<file path="config.mk">
export PLATFORM = sky130hd
export DESIGN_NAME = sbrg_top
export DESIGN_NICKNAME = d
export VERILOG_FILES = /design/src/pkg/sbrg_pkg.sv /design/src/rtl/sbrg_top.sv /design/src/rtl/sbrg_prescaler.sv /design/src/rtl/sbrg_divcount.sv
export SDC_FILE = /design/constraint.sdc
export NUM_CORES = 1
export LEC_CHECK = 0
export BUFFER_PORTS_ARGS = -buffer_cell sky130_fd_sc_hd__buf_4
export CORE_UTILIZATION = 54
export DETAILED_ROUTE_END_ITERATION = 12
export PLACE_DENSITY = 0.78
export SYNTH_ARGS = -nofsm -noshare
export SYNTH_HDL_FRONTEND = slang
export SYNTH_SLANG_ARGS = --single-unit
</file>
<file path="constraint.sdc">
create_clock -name clk -period 3.7 [get_ports clk]
set_clock_uncertainty 0.15 [all_clocks]
set_input_delay 0.185 -clock clk [delete_from_list [all_inputs] [get_ports clk]]
set_output_delay 0.185 -clock clk [all_outputs]
set_load 0.02 [all_outputs]
</file>
<file path="src/pkg/sbrg_pkg.sv">
// Constants and types shared by the serial baud rate generator
// ============================================================
// What this block does
// - Prescaler n divides internal 2^(n+2), external 2^(n+1)
// - Generator runs only while serial transfer enabled
// - Source is fxx/2 or external baud pin
// - Source select bit one picks internal clock
// - Internal, k below 15: divide by k+16, then halve
// - Select bit zero picks external; software sets k=0
// - External: prescale, then divide by 16 and 2
// - Serial clock only when selected and pin output
// - 3-wire normal: divide by k+16, then halve
// - 3-wire high speed: bypass counter, only halve
package sbrg_pkg;

	// ============================================================
	// Control byte layout
	localparam int PRESC_POS = 4;
	localparam int DIVSEL_POS = 0;
	localparam logic [7:0] CTRL_RESET = 8'h00;
	localparam int ASYNC_SRC_SEL_POS = 0;

	// ============================================================
	// Divider constants
	localparam logic [3:0] PRESC_MAX = 4'h0b;
	localparam logic [3:0] DIV_HIGH_SPEED = 4'h0f;
	localparam logic [4:0] DIV_BASE_M1 = 5'h0f;
	localparam logic [11:0] PRESC_ONES = 12'h0fff;

	// ============================================================
	// Timing of the host clock
	localparam int CLK_PERIOD_NS = 4;
	localparam int INT_SRC_DIV = 2;
	localparam int INT_SRC_CYCLES = INT_SRC_DIV * CLK_PERIOD_NS / CLK_PERIOD_NS;

	typedef struct packed {
		logic [3:0] prescaler_select;
		logic [3:0] counter_divisor_select;
	} sbrg_ctrl_s;

endpackage

</file>
<file path="src/rtl/sbrg_top.sv">
// Serial baud rate generator for two async ports and a 3-wire port
`timescale 1ns/1ns
module sbrg_top (
	input wire logic clk,
	input wire logic reset,
	input wire sbrg_pkg::sbrg_ctrl_s baud_divisor_control,
	input wire sbrg_pkg::sbrg_ctrl_s second_baud_divisor_control,
	input wire logic [7:0] async_mode_register,
	input wire logic [7:0] second_async_mode_register,
	input wire logic async_tx_en,
	input wire logic async_rx_en,
	input wire logic second_async_tx_en,
	input wire logic second_async_rx_en,
	input wire logic clocked_serial_io_en,
	input wire logic serial_clock_source_select,
	input wire logic serial_clock_pin_is_output,
	input wire logic external_baud_clock_in,
	input wire logic second_external_baud_clock_in,
	output logic async_baud_clk,
	output logic async_baud_tick,
	output logic second_async_baud_clk,
	output logic second_async_baud_tick,
	output logic serial_clock_out,
	output logic [1:0] generator_running,
	output logic [1:0] prescaler_code_bad
);
	logic half_q;
	logic [1:0] ext_in;
	logic [1:0] ext_prev_q;
	logic [1:0] run;
	logic [1:0] int_sel;
	logic [1:0] active;
	logic [1:0] src_tick;
	logic [1:0] presc_tick;
	logic [1:0] div_tick;
	logic [1:0] bypass;
	logic [1:0] clk_q;
	logic [1:0] tick_q;
	logic [4:0] limit [2];
	sbrg_pkg::sbrg_ctrl_s cfg [2];
	logic csi_run;
	logic uart0_run;

	// ============================================================
	// Run conditions and source selection
	assign uart0_run = async_tx_en || async_rx_en;
	assign csi_run = clocked_serial_io_en && serial_clock_source_select
		&& serial_clock_pin_is_output;
	assign run[0] = uart0_run || csi_run;
	assign run[1] = second_async_tx_en || second_async_rx_en;
	assign int_sel[0] = uart0_run ?
		async_mode_register[sbrg_pkg::ASYNC_SRC_SEL_POS] : 1'b1;
	assign int_sel[1] =
		second_async_mode_register[sbrg_pkg::ASYNC_SRC_SEL_POS];
	assign cfg[0] = baud_divisor_control;
	assign cfg[1] = second_baud_divisor_control;
	assign ext_in = {second_external_baud_clock_in, external_baud_clock_in};

	// ============================================================
	// Internal source at half the host clock
	always_ff @(posedge clk) begin
		if (reset || (active == 2'b00)) begin
			half_q <= 1'b0;
		end else begin
			half_q <= !half_q;
		end
	end

	// Follows the pins through reset as well, so no false edge after it
	always_ff @(posedge clk) begin
		ext_prev_q <= ext_in;
	end

	// ============================================================
	// Per-channel divider chain
	for (genvar c = 0; c < 2; c++) begin : g_chan
		assign active[c] = run[c]
			&& (cfg[c].prescaler_select <= sbrg_pkg::PRESC_MAX);
		assign prescaler_code_bad[c] =
			cfg[c].prescaler_select > sbrg_pkg::PRESC_MAX;
		assign src_tick[c] = int_sel[c] ? half_q
			: (ext_in[c] && !ext_prev_q[c]);
		// External source fixes division at 16
		assign limit[c] = int_sel[c]
			? sbrg_pkg::DIV_BASE_M1 + {1'b0, cfg[c].counter_divisor_select}
			: sbrg_pkg::DIV_BASE_M1;
		assign bypass[c] = int_sel[c] && (cfg[c].counter_divisor_select
			== sbrg_pkg::DIV_HIGH_SPEED);

		sbrg_prescaler u_presc (
			.clk(clk),
			.reset(reset),
			.run(active[c]),
			.src_tick(src_tick[c]),
			.sel(cfg[c].prescaler_select),
			.out_tick(presc_tick[c])
		);

		sbrg_divcount u_div (
			.clk(clk),
			.reset(reset),
			.run(active[c]),
			.in_tick(presc_tick[c]),
			.bypass(bypass[c]),
			.limit(limit[c]),
			.out_tick(div_tick[c])
		);

		// Final divide by two
		always_ff @(posedge clk) begin
			if (reset || !active[c]) begin
				clk_q[c] <= 1'b0;
				tick_q[c] <= 1'b0;
			end else begin
				clk_q[c] <= clk_q[c] ^ div_tick[c];
				tick_q[c] <= div_tick[c] && !clk_q[c];
			end
		end
	end

	// ============================================================
	// Outputs
	assign generator_running = active;
	assign async_baud_clk = clk_q[0] && uart0_run;
	assign async_baud_tick = tick_q[0] && uart0_run;
	assign second_async_baud_clk = clk_q[1];
	assign second_async_baud_tick = tick_q[1];
	assign serial_clock_out = clk_q[0] && csi_run;
endmodule // sbrg_top

</file>
<file path="src/rtl/sbrg_prescaler.sv">
// Twelve-bit prescaler with selectable power-of-two tap
`timescale 1ns/1ns
module sbrg_prescaler (
	input wire logic clk,
	input wire logic reset,
	input wire logic run,
	input wire logic src_tick,
	input wire logic [3:0] sel,
	output logic out_tick
);
	logic [11:0] count_q;
	logic [11:0] mask;
	logic hit;

	// ============================================================
	// Tap mask of n+1 ones
	assign mask = sbrg_pkg::PRESC_ONES >> (sbrg_pkg::PRESC_MAX - sel);
	assign hit = src_tick && ((count_q & mask) == mask);

	always_ff @(posedge clk) begin
		if (reset || !run) begin
			count_q <= 12'h0000;
		end else if (src_tick) begin
			count_q <= count_q + 12'h0001;
		end
	end

	always_ff @(posedge clk) begin
		if (reset || !run) begin
			out_tick <= 1'b0;
		end else begin
			out_tick <= hit;
		end
	end
endmodule // sbrg_prescaler

</file>
<file path="src/rtl/sbrg_divcount.sv">
// Five-bit divide-by-(k+16) counter with bypass
`timescale 1ns/1ns
module sbrg_divcount (
	input wire logic clk,
	input wire logic reset,
	input wire logic run,
	input wire logic in_tick,
	input wire logic bypass,
	input wire logic [4:0] limit,
	output logic out_tick
);
	logic [4:0] count_q;

	always_ff @(posedge clk) begin
		if (reset || !run || bypass) begin
			count_q <= 5'h00;
		end else if (in_tick) begin
			count_q <= (count_q == limit) ? 5'h00 : count_q + 5'h01;
		end
	end

	always_ff @(posedge clk) begin
		if (reset || !run) begin
			out_tick <= 1'b0;
		end else if (bypass) begin
			out_tick <= in_tick;
		end else begin
			out_tick <= in_tick && (count_q == limit);
		end
	end
endmodule // sbrg_divcount

</file>
==> impl_table.tex, run 1 <==
\begin{tabular}{lr}
\hline
Metric & Value \\
\hline
\multicolumn{2}{l}{\textbf{Synthesis}} \\
Area of the mapped netlist & 2660 um2 \\
Syn\_area\_per\_cell & 8.391 um2 \\
Yosys Warn Count & 0 \\
Cell count after synthesis & 317 \\
Sequential-to-total area share from yosys stat & 33.87\% \\
Number of synthesized flops with an enable pin & 0 \\
Net count of the mapped netlist & 374 \\
Number of different library cells in the post-synthesis netlist & 54 \\
Fraction of registers with async set or reset after synthesis & 0\% \\
FF+latch count, synth & 45 \\
Top flip-flop cell by instance count after synthesis & dfxtp\_1 \\
\multicolumn{2}{l}{\textbf{Timing}} \\
Final Cycle Share & 51.76\% \\
Tightest slew margin relative to the limit & 64.29\% \\
Setup repair after global routing missed its margin & false \\
Worst hold slack after final layout & 66.26 ps \\
Total Negative Setup Slacks & 0 ps \\
Post-route minimum period & 1915 ps \\
Slew at the pin with the worst max-slew slack & 535.6 ps \\
Number of hold violations in the final report & 0 \\
Number of pins with negative max-slew slack in the final report & 0 \\
Number of setup violations in the final report & 0 \\
Upper clock frequency limit & 522.2 MHz \\
\multicolumn{2}{l}{\textbf{Setup path}} \\
Worst Reg-to-Reg Cells & 5 \\
Startpoint of the worst-slack reg-to-reg timing path & g\_chan[1].u\_div.count\_q[0] \\
Critical path endpoint category & flip-flop \\
R2R Setup Slk & 2010 ps \\
Arrival time at the worst endpoint & 1980 ps \\
Worst path required time & 3770 ps \\
Worst Setup Start Kind & primary input \\
Crit-path max FO & 6 \\
Launching instance or port of the critical path & second\_external\_baud\_clock\_in \\
CP Class & in2reg \\
\multicolumn{2}{l}{\textbf{Pwr}} \\
Power density over the cells & 300.9 nW/um2 \\
Peak supply drop & 0.1910 mV \\
Sum of internal, switching and leakage power & 921.8 uW \\
Leakage power & 0.001154 uW \\
\multicolumn{2}{l}{\textbf{CTS}} \\
TritonCTS clock tree & yes \\
Number of buffers inserted during clock tree synthesis & 5 \\
Clock-pin slew on the worst setup and hold paths & 80 ps \\
Clock Root Buffer & clkbuf\_8 \\
Clock Sinks & 45 \\
Clock latency on the worst-skew pair & 290 ps \\
Quantity of gates resized following cts & 0 \\
Post-CTS setup buffers & 0 \\
Worst-case clock buffer depth & 2 \\
Maximum level of the CTS H-tree & 2 \\
\multicolumn{2}{l}{\textbf{Detailed routing}} \\
Post-route antenna net violation count & 0 \\
WL per Instance & 12.43 um \\
Initial drt markers & 141 \\
Routed wire length & 5.195 mm \\
DR vias & 2,273 \\
Residual DRC & 0 \\
Number of optimization iterations in the first detailed-route pass & 4 \\
Via density & 5.438 \\
\multicolumn{2}{l}{\textbf{Die}} \\
Number of top-level pins & 52 \\
Effective utilization at floorplan & 56.32\% \\
Die area & 5211 um2 \\
Width of the die & 72.19 um \\
FP Rows & 25 \\
Area inside the core boundary & 4723 um2 \\
Die Ht & 72.19 um \\
\multicolumn{2}{l}{\textbf{Placed design}} \\
Routability congestion estimate & 0.8608 \\
Half-perimeter wire length of the detailed placement result & 3.930 mm \\
Number of I/O port buffers & 37 \\
\multicolumn{2}{l}{\textbf{GRT}} \\
Grt ovf & 0 \\
Wire length of the first global-routing pass & 9.045 mm \\
Antenna violations before repair & 0 \\
Number of global-route vias before repair & 2,061 \\
Total global routing track utilization & 21.56\% \\
Largest net degree at the start of global routing & 16 \\
\multicolumn{2}{l}{\textbf{Final layout}} \\
Synth-to-layout area growth & 15.15\% \\
Most frequent cells in the layout & dfxtp\_1 (45), buf\_4 (37), nor2\_1 (29), nand2\_1 (24), inv\_1 (18) \\
Layout Utilization & 64.85\% \\
Share of post-route cells with drive strength above 1 & 14.81\% \\
Number of antenna cells inserted & 0 \\
Most common cell after layout, fill and taps aside & dfxtp\_1 \\
\# nets final & 408 \\
\multicolumn{2}{l}{\textbf{Min path}} \\
HP Start & reset \\
Worst hold path class & in2reg \\
Worst Hold Path Cells & 4 \\
\multicolumn{2}{l}{\textbf{Run status}} \\
Result of the run & complete, no violations \\
\multicolumn{2}{l}{\textbf{Flow run}} \\
Number of max-cap violations & 0 \\
\hline
\end{tabular}
-- cell type report --
cell class / count / area [um2]
Clock buffer: 7 / 86.33
Fill cell: 433 / 1660
Inverter: 18 / 67.56
Multi-Input combinational cell: 242 / 1627
Sequential cell: 45 / 900.9
Tap cell: 67 / 83.83
Timing Repair Buffer: 39 / 297.8
-- sequential cells by signal, summed over array words and instances, names as in the netlist, 2 cells and up --
name	flops
ext_prev_q	2
g_chan.u_div.count_q	10
g_chan.u_div.out_tick	2
g_chan.u_presc.count_q	24
g_chan.u_presc.out_tick	2
-- final timing paths --
kind / to
max reg2reg: g_chan[1].u_div.count_q[3]
max: g_chan[1].u_presc.count_q[9]
min reg2reg: clk_q[0]
min: g_chan[0].u_div.out_tick
-- metal layers --
layer  wire length (um)  global-route usage [%]  part of all wire (%)  up-vias
li1                   -                       -                     -     1198
met1               2579                   28.89                    50     1033
met2               2373                   34.68                    46       32
met3                158                   3.056                   3.0       10
met4                 85                   9.368                   1.6        0
met5                  0                       0                     0        -
-- per-stage QoR --
step	instance area (um2)	std cells	worst slack [ps]
6_report	3063	418	1785
5_1_grt	3063	418	1615
4_1_cts	3063	418	1785
3_5_place_dp	2957	409	1508
3_3_place_gp	2957	409	1532
2_1_floorplan	2660	317	1976
-- where the power goes --
group | internal (uW) | switching [uW] | leakage, uW
clock network | 148 | 149 | 0.0000443
registers | 489 | 5.64 | 0.000364
logic | 58.8 | 71.3 | 0.000746
total | 696 | 226 | 0.00115
-- kinds of logic after synthesis --
kind of cell    after synthesis  synth area share, %
compound gates               68                17.22
xor+xnor                     34                11.48
fa+ha+maj                    14                6.585
buf+inv                      30                4.985
flops                        45                33.87
mux                           3                1.317
simple gates                123                24.55
-- cells in the mapped netlist (all sizes together), types with 3 or more instances --
cell type	n	share of area, %
o21ai	16	3.0
nand3	6	1.1
or3	6	1.4
and2	6	1.4
clkbuf	6	0.85
buf	6	1.6
o22ai	3	0.71
a211oi	5	1.4
o2111ai	4	1.3
xor2	16	5.3
nor2	29	4.1
nor4	4	0.94
nor3	8	1.9
and3	4	0.94
ha	14	6.6
inv	18	2.5
nand4	12	2.8
a21oi	17	3.2
nand2	24	3.4
dfxtp	45	34
xnor2	18	6.2
o31ai	3	0.85
nor2b	5	1.2
a311oi	4	1.3
nor3b	4	1.3
nand2b	7	1.6
-- worst max-delay path, cell delays in order --
cell and delay, ps:
dlygate4sd3_1 530, buf_4 100, nor3b_1 330, o2111ai_1 290, or3_1 420, a21oi_1 140
-- what timing repair did --
action | 4_1_cts | 5_1_grt
hold buffers | 2 | 0
hold endpoints to repair | 2 | 0
endpoints found under the setup margin | 0 | 0
Note: power is estimated with default switching activity, not from simulation.
==> run 2: changes to the inputs <==
Settings changed: CORE_UTILIZATION 54 to 50, PLACE_DENSITY 0.78 to 0.76.
Clock period 3.7 ns to 1.6 ns, I/O delays scaled along.
==> run 2 against run 1 <==
  * Sequential power increased by 130%
  * Non-clock buffer count increased by 46
  * Critical path depth down 1
  * Design area increased by 14%
  * Count of clock-buffer cells in the layout shrank 1
  * Final cell count up 12%
  * Die area rose by 7.8%
  * Setup slack worse by 1700 ps
  * Largest cell class unchanged
  * Highest routed layer unchanged
==> impl_table.tex, run 2 (synthesis results as in run 1) <==
\begin{tabular}{lr}
\hline
Metric & Value \\
\hline
\multicolumn{2}{l}{\textbf{Setup path}} \\
Critical path endpoint category & flip-flop (unchanged) \\
Worst Reg-to-Reg Cells & 5 (unchanged) \\
Worst Setup Start Kind & flip-flop (was primary input) \\
CP Class & reg2reg (was in2reg) \\
Arrival time at the worst endpoint & 1610 ps (was 1980 ps) \\
R2R Setup Slk & 50 ps (was 2010 ps) \\
Worst path required time & 1660 ps (was 3770 ps) \\
Crit-path max FO & 5 (was 6) \\
\multicolumn{2}{l}{\textbf{Timing}} \\
Slew at the pin with the worst max-slew slack & 337.8 ps (was 535.6 ps) \\
Number of setup violations in the final report & 0 (unchanged) \\
Final Cycle Share & 96.79\% \\
Tightest slew margin relative to the limit & 77.48\% (was 64.29\%) \\
Number of pins with negative max-slew slack in the final report & 0 (unchanged) \\
Post-route minimum period & 1549 ps \\
Number of hold violations in the final report & 0 (unchanged) \\
Upper clock frequency limit & 645.7 MHz \\
Setup repair after global routing missed its margin & true (was false) \\
\multicolumn{2}{l}{\textbf{Final layout}} \\
Share of post-route cells with drive strength above 1 & 28.39\% (was 14.81\%) \\
Max FFs per register & 24 (unchanged) \\
\# nets final & 454 (was 408) \\
Synth-to-layout area growth & 31.66\% (was 15.15\%) \\
Most common cell after layout, fill and taps aside & buf\_4 (was dfxtp\_1) \\
Register containing the most flip-flops in the final layout & g\_chan.u\_presc.count\_q (unchanged) \\
FILL cells & 416 (was 433) \\
Count of placed standard cells in the final layout, fillers left out & 468 (was 418) \\
Layout Utilization & 68.57\% (was 64.85\%) \\
Most frequent cells in the layout & buf\_4 (82), dfxtp\_1 (43), nor2\_1 (29), nand2\_1 (24), inv\_1 (18) (was dfxtp\_1 (45), buf\_4 (37), nor2\_1 (29), nand2\_1 (24), inv\_1 (18)) \\
Top flop regs & g\_chan.u\_presc.count\_q: 24 flops, g\_chan.u\_div.count\_q: 10 flops (unchanged) \\
Number of antenna cells inserted & 0 (unchanged) \\
\multicolumn{2}{l}{\textbf{CTS}} \\
Clock-pin slew on the worst setup and hold paths & 80 ps (about the same) \\
Clock Sinks & 45 (unchanged) \\
Worst-case clock buffer depth & 2 (unchanged) \\
Clock Root Buffer & clkbuf\_8 (unchanged) \\
Maximum level of the CTS H-tree & 2 (unchanged) \\
Clock latency on the worst-skew pair & 300 ps (was 290 ps) \\
TritonCTS clock tree & yes (unchanged) \\
Number of buffers inserted during clock tree synthesis & 5 (unchanged) \\
\multicolumn{2}{l}{\textbf{GRT}} \\
Antenna violations before repair & 0 (unchanged) \\
Largest net degree at the start of global routing & 15 (was 16) \\
Total global routing track utilization & 23.53\% (was 21.56\%) \\
Grt ovf & 0 (unchanged) \\
Number of global-route vias before repair & 2,374 (was 2,061) \\
Wire length of the first global-routing pass & 10.19 mm (was 9.045 mm) \\
\multicolumn{2}{l}{\textbf{Die}} \\
Die area & 5616 um2 (was 5211 um2) \\
Area inside the core boundary & 5107 um2 (was 4723 um2) \\
Die Ht & 74.94 um (was 72.19 um) \\
Number of top-level pins & 52 (unchanged) \\
Width of the die & 74.94 um (was 72.19 um) \\
Effective utilization at floorplan & 52.08\% (was 56.32\%) \\
FP Rows & 26 (was 25) \\
\multicolumn{2}{l}{\textbf{Run status}} \\
Result of the run & complete, no violations (unchanged) \\
\multicolumn{2}{l}{\textbf{Pwr}} \\
Leakage power & 0.001413 uW (was 0.001154 uW) \\
Peak supply drop & 0.4213 mV (was 0.1910 mV) \\
Power density over the cells & 632.4 nW/um2 (was 300.9 nW/um2) \\
\multicolumn{2}{l}{\textbf{Detailed routing}} \\
WL per Instance & 13.21 um (was 12.43 um) \\
Post-route antenna net violation count & 0 (unchanged) \\
Number of optimization iterations in the first detailed-route pass & 4 (unchanged) \\
Via density & 5.395 (was 5.438) \\
Residual DRC & 0 (unchanged) \\
Initial drt markers & 83 (was 141) \\
Routed wire length & 6.182 mm (was 5.195 mm) \\
DR vias & 2,525 (was 2,273) \\
\multicolumn{2}{l}{\textbf{Placed design}} \\
Half-perimeter wire length of the detailed placement result & 4.715 mm (was 3.930 mm) \\
Number of I/O port buffers & 37 (unchanged) \\
Number of cells in the design after placement & 456 (was 409) \\
Routability congestion estimate & 0.8807 (was 0.8608) \\
\multicolumn{2}{l}{\textbf{Min path}} \\
Worst Hold Path Cells & 3 (was 4) \\
Worst hold path class & in2reg (unchanged) \\
\multicolumn{2}{l}{\textbf{Flow run}} \\
Number of max-cap violations & 0 (unchanged) \\
\hline
\end{tabular}
==> run 2: cell count changes in the layout (fill, tap and decap cells not counted), sizes merged <==
cell         before  now
clkbuf            7    6
clkinv            0    2
buf              37   82
dlygate4sd3       2    3
==> run 2: area by class of cell <==
cell class                      count  area (um2)  share of cell area, %
Multi-Input combinational cell    242        1715                  48.98
Sequential cell                    45       903.4                  25.79
Timing Repair Buffer               85       645.6                  18.44
Tap cell                           70       87.58                  2.501
Clock buffer                        6       72.57                  2.072
Inverter                           18       67.56                  1.929
Clock inverter                      2       10.01                 0.2858
==> run 2: worst max-delay path, cell delays in order (launching register included) <==
cell and delay (ps):
dfxtp_1 380, xnor2_1 140, o22ai_1 140, a32oi_2 280
nor3_4 100, a211oi_1 270
==> run 2: worst paths after layout <==
path                                startpoint                           end
hold / removal         baud_divisor_control[2]      g_chan[0].u_div.out_tick
hold reg to reg   g_chan[0].u_presc.count_q[1]  g_chan[0].u_presc.count_q[1]
setup reg to reg    g_chan[1].u_div.count_q[0]    g_chan[1].u_div.count_q[3]
setup / recovery    g_chan[1].u_div.count_q[0]    g_chan[1].u_div.count_q[3]
==> run 2: timing repair <==
item / 4_1_cts / 5_1_grt
gates resized for setup: 5 / 14
endpoints found under the setup margin: 6 / 14
buffers inserted: 0 / 1
cloned: 0 / 0
endpoints found under the hold margin: 3 / 0
pin swaps: 0 / 3
hold buffers: 3 / 0
==> run 2: through the flow <==
stage / setup TNS, ps / instance area [um2] / worst slack (ps) / total power [uW] / hold WS, ps
6_report: 0 / 3502 / 51.34 / 2215 / 21.45
5_1_grt: -283.1 / 3502 / -62.26 / 2308 / 22.93
4_1_cts: 0 / 3432 / 31.29 / 2220 / 13.68
3_5_place_dp: -2158 / 3294 / -192.6 / 1533 / 45.00
3_3_place_gp: -1513 / 3294 / -140.4 / 1522 / 41.93
2_1_floorplan: 0 / 2664 / 20.16 / 1358 / -42.28
==> run 2: metal layers <==
layer  wire length, um  global-route usage, %
met3               231                  4.685
met4                82                  9.853
met2              3161                  41.34
met1              2706                  27.92
met5                 0                      0
==> run 2: power by group <==
| group | internal (uW) | switching [uW] | total [uW] |
|---|---|---|---|
| Clock | 303 | 379 | 682 |
| Sequential | 1130 | 10.5 | 1140 |
| Combinational | 195 | 197 | 392 |
